<file path="src/rtl/mft_pkg.sv">
package mft_pkg;
  // register byte addresses (printed offsets are not all multiples of four,
  // so they are kept as indices and the bus address is four times the index)
  localparam logic [7:0] IDX_CL0_HIGH = 8'hf0;
  localparam logic [7:0] IDX_CL0_LOW = 8'hf1;
  localparam logic [7:0] IDX_CL1_HIGH = 8'hf2;
  localparam logic [7:0] IDX_CL1_LOW = 8'hf3;
  localparam logic [7:0] IDX_M0_HIGH = 8'hf4;
  localparam logic [7:0] IDX_M0_LOW = 8'hf5;
  localparam logic [7:0] IDX_M1_HIGH = 8'hf6;
  localparam logic [7:0] IDX_M1_LOW = 8'hf7;
  localparam logic [7:0] IDX_CTRL = 8'hf8;
  localparam logic [7:0] IDX_MODE = 8'hf9;
  localparam logic [7:0] IDX_PINCFG = 8'hfa;
  localparam logic [7:0] IDX_PRESET = 8'hfb;
  localparam logic [7:0] IDX_STATUS = 8'hfc;
  localparam logic [7:0] IDX_GLOBAL = 8'hfd;
  // counter_control fields
  localparam int CC_EN = 7;
  localparam int CC_CLRCAP = 6;
  localparam int CC_CLRMATCH = 5;
  localparam int CC_CLRSTB = 4;
  localparam int CC_DIRSEL = 3;
  localparam int CC_DIRST = 2;
  localparam int CC_WRAPCAP = 1;
  localparam int CC_RUN = 0;
  // operating_mode fields
  localparam int OM_OUT2 = 7;
  localparam int OM_OUT1 = 6;
  localparam int OM_BIVAL = 5;
  localparam int OM_SLOT1 = 4;
  localparam int OM_SLOT0 = 3;
  localparam int OM_PAR = 2;
  localparam int OM_NORETRIG = 1;
  localparam int OM_ONESHOT = 0;
  // edge select codes
  localparam logic [1:0] EDGE_NONE = 2'h0;
  localparam logic [1:0] EDGE_FALL = 2'h1;
  localparam logic [1:0] EDGE_RISE = 2'h2;
  localparam logic [1:0] EDGE_BOTH = 2'h3;
  // input function codes
  localparam logic [3:0] FN_UNUSED = 4'h0;
  localparam logic [3:0] FN_CLKUPDN = 4'h8;
  localparam logic [3:0] FN_AUTODISC = 4'hc;
  localparam logic [7:0] RST_BYTE = 8'h00;
  localparam logic [7:0] RST_GLOBAL = 8'h01;
  typedef enum logic [2:0] {
    MD_BILOAD, MD_BICAPTURE, MD_LOAD_MON, MD_LOAD_CAP, MD_CAP_MON, MD_CAP_CAP
  } mft_mode_e;
endpackage : mft_pkg

</file>
<file path="src/rtl/mft_timer_ctrl.sv">
// What this block does
// - count only when local and global enables
// - capture and load work while disabled
// - capture clears counter, reloads prescaler when enabled
// - match zero clears counter when enabled
// - clear strobe clears counter, reads zero
// - software direction bit when pins silent
// - direction status bit shows count direction
// - status shows wrap during slot-zero capture
// - run status bit shows counter running
// - output gate off forces output high
// - mode from bivalue and slot bits
// - slot-one bit ignored in bivalue mode
// - parallel bit blocks prescaler ticks, odd instances only
// - retrigger bit zero enables retrigger
// - one-shot bit stops at end count
// - function code assigns both pin roles
// - pin one edge select encoding
// - pin two edge select encoding
// - preset loaded at underflow or reload
// - prescaler zero after reset
// - prescaler divides by preset plus one
// - match registers sixteen bits compared
// - capture/load slots capture or supply load
// - wrap flag sticky until software clears
//
// Our own choice: the APB register port.
`timescale 1ns/1ps
module mft_timer_ctrl
  import mft_pkg::*;
#(
  parameter bit ODD_INSTANCE = 1'b0
) (
  input wire logic clk_sys,
  input wire logic rst_n,
  input wire logic psel,
  input wire logic penable,
  input wire logic pwrite,
  input wire logic [11:0] paddr,
  input wire logic [31:0] pwdata,
  output logic [31:0] prdata,
  output logic pready,
  output logic pslverr,
  input wire logic ext_input_one,
  input wire logic ext_input_two,
  output logic timer_output_one,
  output logic timer_output_two,
  output logic [15:0] count_value
);
  ////////////////////////////////////////////////////////////////////////////
  logic rstMeta, rstSync, rstLocal_n;
  always_ff @(posedge clk_sys or negedge rst_n) begin
    if (!rst_n) begin
      rstMeta <= 1'b0;
      rstSync <= 1'b0;
    end else begin
      rstMeta <= 1'b1;
      rstSync <= rstMeta;
    end
  end
  assign rstLocal_n = rstSync;

  logic [1:0] syncOne, syncTwo;
  logic lastOne, lastTwo;
  always_ff @(posedge clk_sys or negedge rstLocal_n) begin
    if (!rstLocal_n) begin
      syncOne <= 2'h0;
      syncTwo <= 2'h0;
      lastOne <= 1'b0;
      lastTwo <= 1'b0;
    end else begin
      syncOne <= {syncOne[0], ext_input_one};
      syncTwo <= {syncTwo[0], ext_input_two};
      lastOne <= syncOne[1];
      lastTwo <= syncTwo[1];
    end
  end
  wire pinOne = syncOne[1];
  wire pinTwo = syncTwo[1];

  function automatic logic edgeHit(input logic [1:0] sel, input logic now,
                                   input logic prev);
    case (sel)
      EDGE_FALL: edgeHit = prev & ~now;
      EDGE_RISE: edgeHit = ~prev & now;
      EDGE_BOTH: edgeHit = prev ^ now;
      default: edgeHit = 1'b0;
    endcase
  endfunction : edgeHit

  ////////////////////////////////////////////////////////////////////////////
  logic [7:0] ctrl, mode, pinCfg, preset, globalCtrl;
  logic [15:0] slotZero, slotOne, matchZero, matchOne;
  logic [15:0] counter;
  logic [7:0] prescaler;
  logic wrapFlag, wrapAtCapture, oneShotDone, outOne, outTwo;

  wire [9:0] regIdx = paddr[11:2];
  wire setupWr = psel & ~penable & pwrite;
  wire accWr = psel & penable & pwrite;
  wire knownIdx = regIdx[9:8] == 2'h0 && regIdx[7:0] >= IDX_CL0_HIGH &&
                  regIdx[7:0] <= IDX_GLOBAL;
  wire wrEn = accWr & knownIdx;
  wire [7:0] wrByte = pwdata[7:0];
  function automatic logic hitW(input logic [7:0] idx, input logic en,
                                input logic [9:0] a);
    hitW = en && a == {2'h0, idx};
  endfunction : hitW
  wire unusedSetup = setupWr;

  ////////////////////////////////////////////////////////////////////////////
  // mode decode
  mft_mode_e opMode;
  always_comb begin
    if (mode[OM_BIVAL])
      opMode = mode[OM_SLOT0] ? MD_BICAPTURE : MD_BILOAD;
    else
      case ({mode[OM_SLOT1], mode[OM_SLOT0]})
        2'b00: opMode = MD_LOAD_MON;
        2'b10: opMode = MD_LOAD_CAP;
        2'b01: opMode = MD_CAP_MON;
        default: opMode = MD_CAP_CAP;
      endcase
  end
  wire slot0Cap = opMode == MD_BICAPTURE || opMode == MD_CAP_MON ||
                  opMode == MD_CAP_CAP;
  wire slot1Cap = opMode == MD_BICAPTURE || opMode == MD_LOAD_CAP ||
                  opMode == MD_CAP_CAP;

  // pin roles
  wire [3:0] fn = pinCfg[7:4];
  wire evOne = edgeHit(pinCfg[3:2], pinOne, lastOne);
  wire evTwo = edgeHit(pinCfg[1:0], pinTwo, lastTwo);
  logic trigOne, trigTwo, gateOne, gateTwo, clkTwo, clkOne, udPin;
  always_comb begin
    trigOne = 1'b0;
    trigTwo = 1'b0;
    gateOne = 1'b0;
    gateTwo = 1'b0;
    clkOne = 1'b0;
    clkTwo = 1'b0;
    udPin = 1'b0;
    case (fn)
      4'h1: trigTwo = 1'b1;
      4'h2: gateOne = 1'b1;
      4'h3: begin gateOne = 1'b1; trigTwo = 1'b1; end
      4'h4: clkTwo = 1'b1;
      4'h5: trigOne = 1'b1;
      4'h6: begin gateOne = 1'b1; clkTwo = 1'b1; end
      4'h7: begin trigOne = 1'b1; trigTwo = 1'b1; end
      4'h9: begin udPin = 1'b1; clkTwo = 1'b1; end
      4'ha: begin trigOne = 1'b1; trigTwo = 1'b1; end
      4'hb: udPin = 1'b1;
      4'hd: begin trigOne = 1'b1; clkTwo = 1'b1; end
      4'he: begin clkOne = 1'b1; trigTwo = 1'b1; end
      4'hf: begin trigOne = 1'b1; gateTwo = 1'b1; end
      default: ;
    endcase
  end
  wire pinsSetDir = fn == FN_CLKUPDN || fn == FN_AUTODISC || fn == 4'ha ||
                    udPin;
  // autodiscrimination: direction from which pin is high at the other edge
  logic pinDir;
  always_comb begin
    case (fn)
      FN_CLKUPDN, 4'ha: pinDir = evOne;
      FN_AUTODISC: pinDir = evOne ? ~pinTwo : pinOne;
      default: pinDir = pinOne;
    endcase
  end
  logic dirLatched;
  wire countUp = pinsSetDir ? dirLatched : ctrl[CC_DIRSEL];

  // clock source: external clock edges or internal prescaler
  wire parMode = mode[OM_PAR] & ODD_INSTANCE;
  wire extClk = fn == FN_CLKUPDN || fn == FN_AUTODISC ? (evOne | evTwo) :
                clkTwo ? evTwo : clkOne ? evOne : 1'b0;
  wire usesExt = fn == FN_CLKUPDN || fn == FN_AUTODISC || clkOne | clkTwo;
  wire gateOk = (~gateOne | pinOne) & (~gateTwo | pinTwo);
  wire enabled = ctrl[CC_EN] & globalCtrl[0] & ~oneShotDone;
  wire running = enabled & gateOk;
  wire preUnder = running & ~usesExt & ~parMode & prescaler == 8'h00;
  wire tick = running & (usesExt ? extClk : preUnder);

  // events
  wire trigAny = (trigOne & evOne) | (trigTwo & evTwo);
  wire cap0 = slot0Cap & trigAny;
  wire cap1 = slot1Cap & (opMode == MD_BICAPTURE ? (trigTwo & evTwo) :
              trigAny);
  wire loadEv = ~slot0Cap & trigAny &
                (~oneShotDone | ~mode[OM_NORETRIG]);
  wire endUp = countUp && counter == 16'hffff;
  wire endDown = ~countUp && counter == 16'h0000;
  wire wrapEv = tick & (endUp | endDown);
  wire match0 = tick && counter == matchZero;
  wire match1 = tick && counter == matchOne;
  wire clrStrobe = hitW(IDX_CTRL, wrEn, regIdx) & wrByte[CC_CLRSTB];
  wire clrCap = ctrl[CC_CLRCAP] & (cap0 | cap1);
  wire clrMatch = ctrl[CC_CLRMATCH] & match0;
  wire clearCnt = clrCap | clrMatch | clrStrobe;
  wire reload = loadEv | (wrapEv & ~mode[OM_ONESHOT]);
  wire [15:0] loadVal = opMode == MD_BILOAD && countUp ? slotOne : slotZero;

  ////////////////////////////////////////////////////////////////////////////
  always_ff @(posedge clk_sys or negedge rstLocal_n) begin
    if (!rstLocal_n) begin
      counter <= 16'h0000;
      prescaler <= RST_BYTE;
      dirLatched <= 1'b1;
      oneShotDone <= 1'b0;
      wrapFlag <= 1'b0;
      wrapAtCapture <= 1'b0;
    end else begin
      if (pinsSetDir && (evOne | evTwo))
        dirLatched <= pinDir;
      if (clearCnt)
        counter <= 16'h0000;
      else if (reload)
        counter <= loadVal;
      else if (tick)
        counter <= countUp ? counter + 16'h0001 : counter - 16'h0001;
      // preset enters only at underflow, reload, or a capture or match clear
      if (clrCap | clrMatch | reload | preUnder)
        prescaler <= preset;
      else if (running & ~usesExt)
        prescaler <= prescaler - 8'h01;
      if (wrapEv & mode[OM_ONESHOT])
        oneShotDone <= 1'b1;
      else if (hitW(IDX_CTRL, wrEn, regIdx) | loadEv)
        oneShotDone <= 1'b0;
      // set wins over software clear
      if (wrapEv)
        wrapFlag <= 1'b1;
      else if (hitW(IDX_STATUS, wrEn, regIdx) & wrByte[0])
        wrapFlag <= 1'b0;
      if (cap0)
        wrapAtCapture <= wrapFlag | wrapEv;
    end
  end

  ////////////////////////////////////////////////////////////////////////////
  // software registers
  always_ff @(posedge clk_sys or negedge rstLocal_n) begin
    if (!rstLocal_n) begin
      ctrl <= RST_BYTE;
      mode <= RST_BYTE;
      pinCfg <= RST_BYTE;
      preset <= RST_BYTE;
      globalCtrl <= RST_GLOBAL;
      matchZero <= 16'h0000;
      matchOne <= 16'h0000;
    end else begin
      if (hitW(IDX_CTRL, wrEn, regIdx))
        ctrl <= {wrByte[7:5], 1'b0, wrByte[3], 3'h0};
      if (hitW(IDX_MODE, wrEn, regIdx))
        mode <= wrByte;
      if (hitW(IDX_PINCFG, wrEn, regIdx))
        pinCfg <= wrByte;
      if (hitW(IDX_PRESET, wrEn, regIdx))
        preset <= wrByte;
      if (hitW(IDX_GLOBAL, wrEn, regIdx))
        globalCtrl <= {7'h00, wrByte[0]};
      if (hitW(IDX_M0_HIGH, wrEn, regIdx))
        matchZero[15:8] <= wrByte;
      if (hitW(IDX_M0_LOW, wrEn, regIdx))
        matchZero[7:0] <= wrByte;
      if (hitW(IDX_M1_HIGH, wrEn, regIdx))
        matchOne[15:8] <= wrByte;
      if (hitW(IDX_M1_LOW, wrEn, regIdx))
        matchOne[7:0] <= wrByte;
    end
  end

  // capture/load slots: reset value left at zero for determinism
  always_ff @(posedge clk_sys or negedge rstLocal_n) begin
    if (!rstLocal_n) begin
      slotZero <= 16'h0000;
      slotOne <= 16'h0000;
    end else begin
      if (cap0)
        slotZero <= counter;
      else if (hitW(IDX_CL0_HIGH, wrEn, regIdx))
        slotZero[15:8] <= wrByte;
      else if (hitW(IDX_CL0_LOW, wrEn, regIdx))
        slotZero[7:0] <= wrByte;
      if (cap1)
        slotOne <= counter;
      else if (hitW(IDX_CL1_HIGH, wrEn, regIdx))
        slotOne[15:8] <= wrByte;
      else if (hitW(IDX_CL1_LOW, wrEn, regIdx))
        slotOne[7:0] <= wrByte;
    end
  end

  // outputs: toggle on match zero / wrap while gated on
  always_ff @(posedge clk_sys or negedge rstLocal_n) begin
    if (!rstLocal_n) begin
      outOne <= 1'b1;
      outTwo <= 1'b1;
    end else begin
      outOne <= ~mode[OM_OUT1] ? 1'b1 : outOne ^ match0;
      outTwo <= ~mode[OM_OUT2] ? 1'b1 : outTwo ^ wrapEv;
    end
  end
  assign timer_output_one = outOne;
  assign timer_output_two = outTwo;
  assign count_value = counter;

  ////////////////////////////////////////////////////////////////////////////
  wire [7:0] ctrlRead = {ctrl[7:5], 1'b0, ctrl[3], countUp, wrapAtCapture,
                         running};
  logic [7:0] rdByte;
  always_comb begin
    case (regIdx[7:0])
      IDX_CL0_HIGH: rdByte = slotZero[15:8];
      IDX_CL0_LOW: rdByte = slotZero[7:0];
      IDX_CL1_HIGH: rdByte = slotOne[15:8];
      IDX_CL1_LOW: rdByte = slotOne[7:0];
      IDX_M0_HIGH: rdByte = matchZero[15:8];
      IDX_M0_LOW: rdByte = matchZero[7:0];
      IDX_M1_HIGH: rdByte = matchOne[15:8];
      IDX_M1_LOW: rdByte = matchOne[7:0];
      IDX_CTRL: rdByte = ctrlRead;
      IDX_MODE: rdByte = mode;
      IDX_PINCFG: rdByte = pinCfg;
      IDX_PRESET: rdByte = preset;
      IDX_STATUS: rdByte = {7'h00, wrapFlag};
      IDX_GLOBAL: rdByte = globalCtrl;
      default: rdByte = 8'h00;
    endcase
  end
  assign pready = 1'b1;
  assign pslverr = psel & penable & ~knownIdx & ~unusedSetup;
  assign prdata = {24'h000000, knownIdx ? rdByte : 8'h00};

  ////////////////////////////////////////////////////////////////////////////
  chk_strobe_reads_zero: assert property (@(posedge clk_sys)
    disable iff (!rstLocal_n) ctrl[CC_CLRSTB] == 1'b0)
    else $error("clear strobe stuck");
  chk_strobe_clears: assert property (@(posedge clk_sys)
    disable iff (!rstLocal_n) clrStrobe |=> counter == 16'h0000)
    else $error("clear strobe ignored");
  chk_stop_halts: assert property (@(posedge clk_sys)
    disable iff (!rstLocal_n)
    !ctrl[CC_EN] && !clearCnt && !reload |=> $stable(counter))
    else $error("counter moved while disabled");
  chk_match_clears: assert property (@(posedge clk_sys)
    disable iff (!rstLocal_n) clrMatch |=> counter == 16'h0000)
    else $error("match did not clear");
  chk_wrap_sticky: assert property (@(posedge clk_sys)
    disable iff (!rstLocal_n) wrapEv |=> wrapFlag)
    else $error("wrap flag not set");
  chk_gate_high: assert property (@(posedge clk_sys)
    disable iff (!rstLocal_n) !mode[OM_OUT1] |=> timer_output_one)
    else $error("gated output not high");
  chk_capture_slot: assert property (@(posedge clk_sys)
    disable iff (!rstLocal_n) cap0 && !clearCnt |=>
    slotZero == $past(counter))
    else $error("capture lost");
  chk_preset_load: assert property (@(posedge clk_sys)
    disable iff (!rstLocal_n) preUnder |=> prescaler == $past(preset))
    else $error("preset not loaded");
  // clears outrank reload and count, so these hold on any edge
  chk_capture_clears: assert property (@(posedge clk_sys)
    disable iff (!rstLocal_n) clrCap |=> counter == 16'h0000)
    else $error("capture did not clear");
  chk_oneshot_stops: assert property (@(posedge clk_sys)
    disable iff (!rstLocal_n) wrapEv && mode[OM_ONESHOT] |=> !running)
    else $error("one-shot kept running");
  chk_global_halt: assert property (@(posedge clk_sys)
    disable iff (!rstLocal_n)
    !globalCtrl[0] && !clearCnt && !reload |=> $stable(counter))
    else $error("counter moved while globally off");
endmodule : mft_timer_ctrl

</file>
<file path="config.mk">
export PLATFORM = sky130hd
export DESIGN_NAME = mft_timer_ctrl
export DESIGN_NICKNAME = d
export VERILOG_FILES = /design/src/rtl/mft_pkg.sv /design/src/rtl/mft_timer_ctrl.sv
export SDC_FILE = /design/constraint.sdc
export NUM_CORES = 1
export LEC_CHECK = 0
export BUFFER_PORTS_ARGS = -buffer_cell sky130_fd_sc_hd__buf_4
export CAP_MARGIN = 5
export CORE_MARGIN = 2
export CORE_UTILIZATION = 40
export DETAILED_ROUTE_END_ITERATION = 8
export GPL_TIMING_DRIVEN = 0
export SLEW_MARGIN = 20
export SYNTH_ARGS = -nofsm -noshare
export SYNTH_HDL_FRONTEND = slang
export SYNTH_SLANG_ARGS = --single-unit
</file>
<file path="constraint.sdc">
create_clock -name clk_sys -period 5.4 [get_ports clk_sys]
set_clock_uncertainty 0.2 [all_clocks]
set_input_delay 0.27 -clock clk_sys [delete_from_list [all_inputs] [get_ports clk_sys]]
set_output_delay 0.27 -clock clk_sys [all_outputs]
set_load 0.01 [all_outputs]
</file>
==> results.yml <==
timing:
  finalHoldViolations: 0
  worst_pin_slew_ns: 1.014
  slew_headroom: 0.3190
  fin_tns_setup_ns: 0
  period_minus_slack_ns: 4.147
  fmax_mhz: 241.1
  min_period_over_period: 0.7679
  timing.final.ws_setup_ns: 1.253
  final_max_slew_viol_count: 0
  setup_viol: 0
  rsz0062_at_grt: "false"
pwr:
  p_total_mw: 2.199
  leakagePower_nw: 4.325
  irDropWorstVdd_uv: 221.9
  powerDensity_nw_per_um2: 226.7
setup_path:
  reg2reg_to: "count_value[14]"
  worstPathCellList: "clkbuf_1 > nor2b_1 > o32ai_4 > clkbuf_1 > xnor2_1 > ha_1 > nand3_1 > nor2_1 > nor4b_1 > a21oi_1 > a21oi_1 > nor2_1 > or4b_1 > o211a_1"
  r2r_slack_ns: 1.25
  crit_required_ns: 5.51
  critPathBufInv: 2
  cp-start-kind: "flop"
  r2r_start: "pinCfg[6]"
  cp_slowest_cell: "o32ai_4"
  crit_type: "reg2reg"
  critPathMaxFanout: 10
  reg2regPathDepth: 14
  slowest_delay_ns: 0.49
  crit_path_end_kind: "flop"
  crit_family: "simple AND/OR/NAND/NOR gates"
  arrival_ns: 4.26
routing:
  drcViolationCount: 0
  met2_length_um: 11610
  vias_per_cell: 5.689
  routed_wl_um: 25490
  met1_length_um: 11620
  drt_iter0_markers: 693
  drtPass1Iterations: 5
  ant_nets: 0
  wl_per_cell_um: 21.17
  vias: 6849
  met3WireLength_um: 1745
  topRoutingLayerUsed: "met4"
floorplan:
  start_util: 0.4053
  die_w_um: 147.0
  die_height_um: 147.0
  pin_count: 103
  dieArea_um2: 21600
  coreArea_um2: 20170
  rows: 52
outcome:
  status: "finished, final reports clean"
final_layout:
  final_util: 0.4810
  nets: 980
  diodes: 0
  drive_gt1_frac: 0.2495
  syn_to_final_growth_pct: 18.66
  stdcell_count: 1204
  fillers: 1919
min_path:
  hold_path_class: "reg2async"
synthesis:
  synth_top_cells_by_area: "dfrtp_1 (39%), mux2_2 (9.8%), mux2i_1 (5.4%), nand2_1 (3.6%), o21ai_0 (2.9%)"
  yosys_warnings: 0
  ys_seq_area_frac: 0.4016
  synth.most_common_cell: "dfrtp_1"
  syn_inst: 815
  netlist_area_um2: 8175
  syn_area_per_cell_um2: 10.03
  ys_async_sr_fraction: 1.000
  synth.top_cell.area_share: 0.3887
  synth_edf_count: 0
  yosysTopAreaCell: "dfrtp_1"
  ys.flop_type: "dfrtp_1"
  synth_commonest_cells: "dfrtp_1 (127), nand2_1 (79), mux2_2 (71)"
  ys_types: 71
  ys_seq_elements: 131
clocking:
  cts_root_buffer: "clkbuf_16"
  cts_hold_buf: 12
  clk_pin_slew_ns: 0.06
  cts_setup_buffers: 0
  cts_buffer_depth: 2
  cts_tree: "yes"
  insertion_delay_ns: 0.43
  cts_resized: 0
  h-tree-depth: 4
  cts-buffers-inserted: 17
  clkSinkCount: 131
place:
  io_buffers: 50
  place_inst: 1161
  place.detailed.hpwl_um: 18830
  pre_cts_ws_ns: 1.267
  place.gp.congestion: 0.9301
grt:
  grt_pass1_wl_um: 39250
  antenna_found_initial: 0
  grt_pass1_vias: 6493
  grt_max_degree: 47
  grt-ovfl-total: 0
  grt_usage: 0.2398
flow_run:
  drv_cap: 0
## per-layer routing
| metal | vias to the layer above | global-route usage |
|---|---|---|
| li1 | 3156 | - |
| met1 | 3379 | 0.3444 |
| met2 | 274 | 0.3669 |
| met3 | 40 | 0.04752 |
| met4 | 0 | 0.07596 |
| met5 | - | 0 |
## worst max-delay path by stage
stage	from	cells after the start	slack, ns	endpoint
3_5_place_dp	pinCfg[6]	14	1.27	count_value[14]
6_report	pinCfg[6]	14	1.25	count_value[14]
4_1_cts	pinCfg[6]	14	1.25	count_value[14]
5_1_grt	pinCfg[6]	14	1.11	count_value[14]
2_1_floorplan	rstLocal_n	0	1.29	count_value[0]
3_3_place_gp	rstLocal_n	0	-0.41	count_value[2]
## kinds of logic after synthesis
family          count (synthesis)  share of synthesized area
other cells                     2                  0.0009186
simple gates                  257                     0.1654
buf+inv                       101                    0.06336
fa+ha+maj                       7                    0.01071
flops                         131                     0.4016
xor+xnor                       27                    0.02893
mux                           132                     0.1875
compound gates                158                     0.1416
## per-stage QoR
stage          hold slack, ns  instance area [um2]
4_1_cts                0.1487                 9701
3_5_place_dp          -0.1463                 9035
3_3_place_gp          -0.1468                 8979
5_1_grt                0.1517                 9701
6_report               0.1491                 9701
2_1_floorplan         -0.2256                 8265
## flip-flops by register name, summed over array words and instances, names as in the netlist, 2 cells and up
signal       count
count_value     16
ctrl             4
matchOne        16
matchZero       16
mode             8
pinCfg           8
prescaler        8
preset           8
slotOne         16
slotZero        16
syncOne          2
syncTwo          2
## layout by cell type (no fill, tap or decap), drive strengths merged, types with 19 or more instances in the layout
| master | n |
|---|---|
| dfrtp | 127 |
| buf | 92 |
| nand2 | 79 |
| mux2 | 79 |
| clkbuf | 71 |
| o21ai | 51 |
| mux2i | 44 |
| nor2 | 36 |
| conb | 26 |
| a21oi | 26 |
| nor3 | 24 |
| nor2b | 21 |
| nor4 | 21 |
| nand3 | 20 |
| xor2 | 19 |
## cell type report
type                            instances  area (um2)  share of cell area
Multi-Input combinational cell        607        4469              0.4607
Clock inverter                         10       85.08            0.008771
Clock buffer                           21       460.4             0.04747
Tap cell                              270       337.8             0.03483
Sequential cell                       131        3287              0.3388
Inverter                               11       41.29            0.004256
Buffer                                 90       476.7             0.04914
Timing Repair Buffer                   64       543.0             0.05598
## where the power goes
group | internal [mW] | switching, mW | leakage [nW] | total, mW
clock | 0.649 | 0.434 | 0.272 | 1.08
combinational | 0.0473 | 0.0739 | 2.45 | 0.121
sequential | 0.986 | 0.00897 | 1.60 | 0.995
total | 1.68 | 0.517 | 4.32 | 2.20
Note: power is estimated with default switching activity, not from simulation.
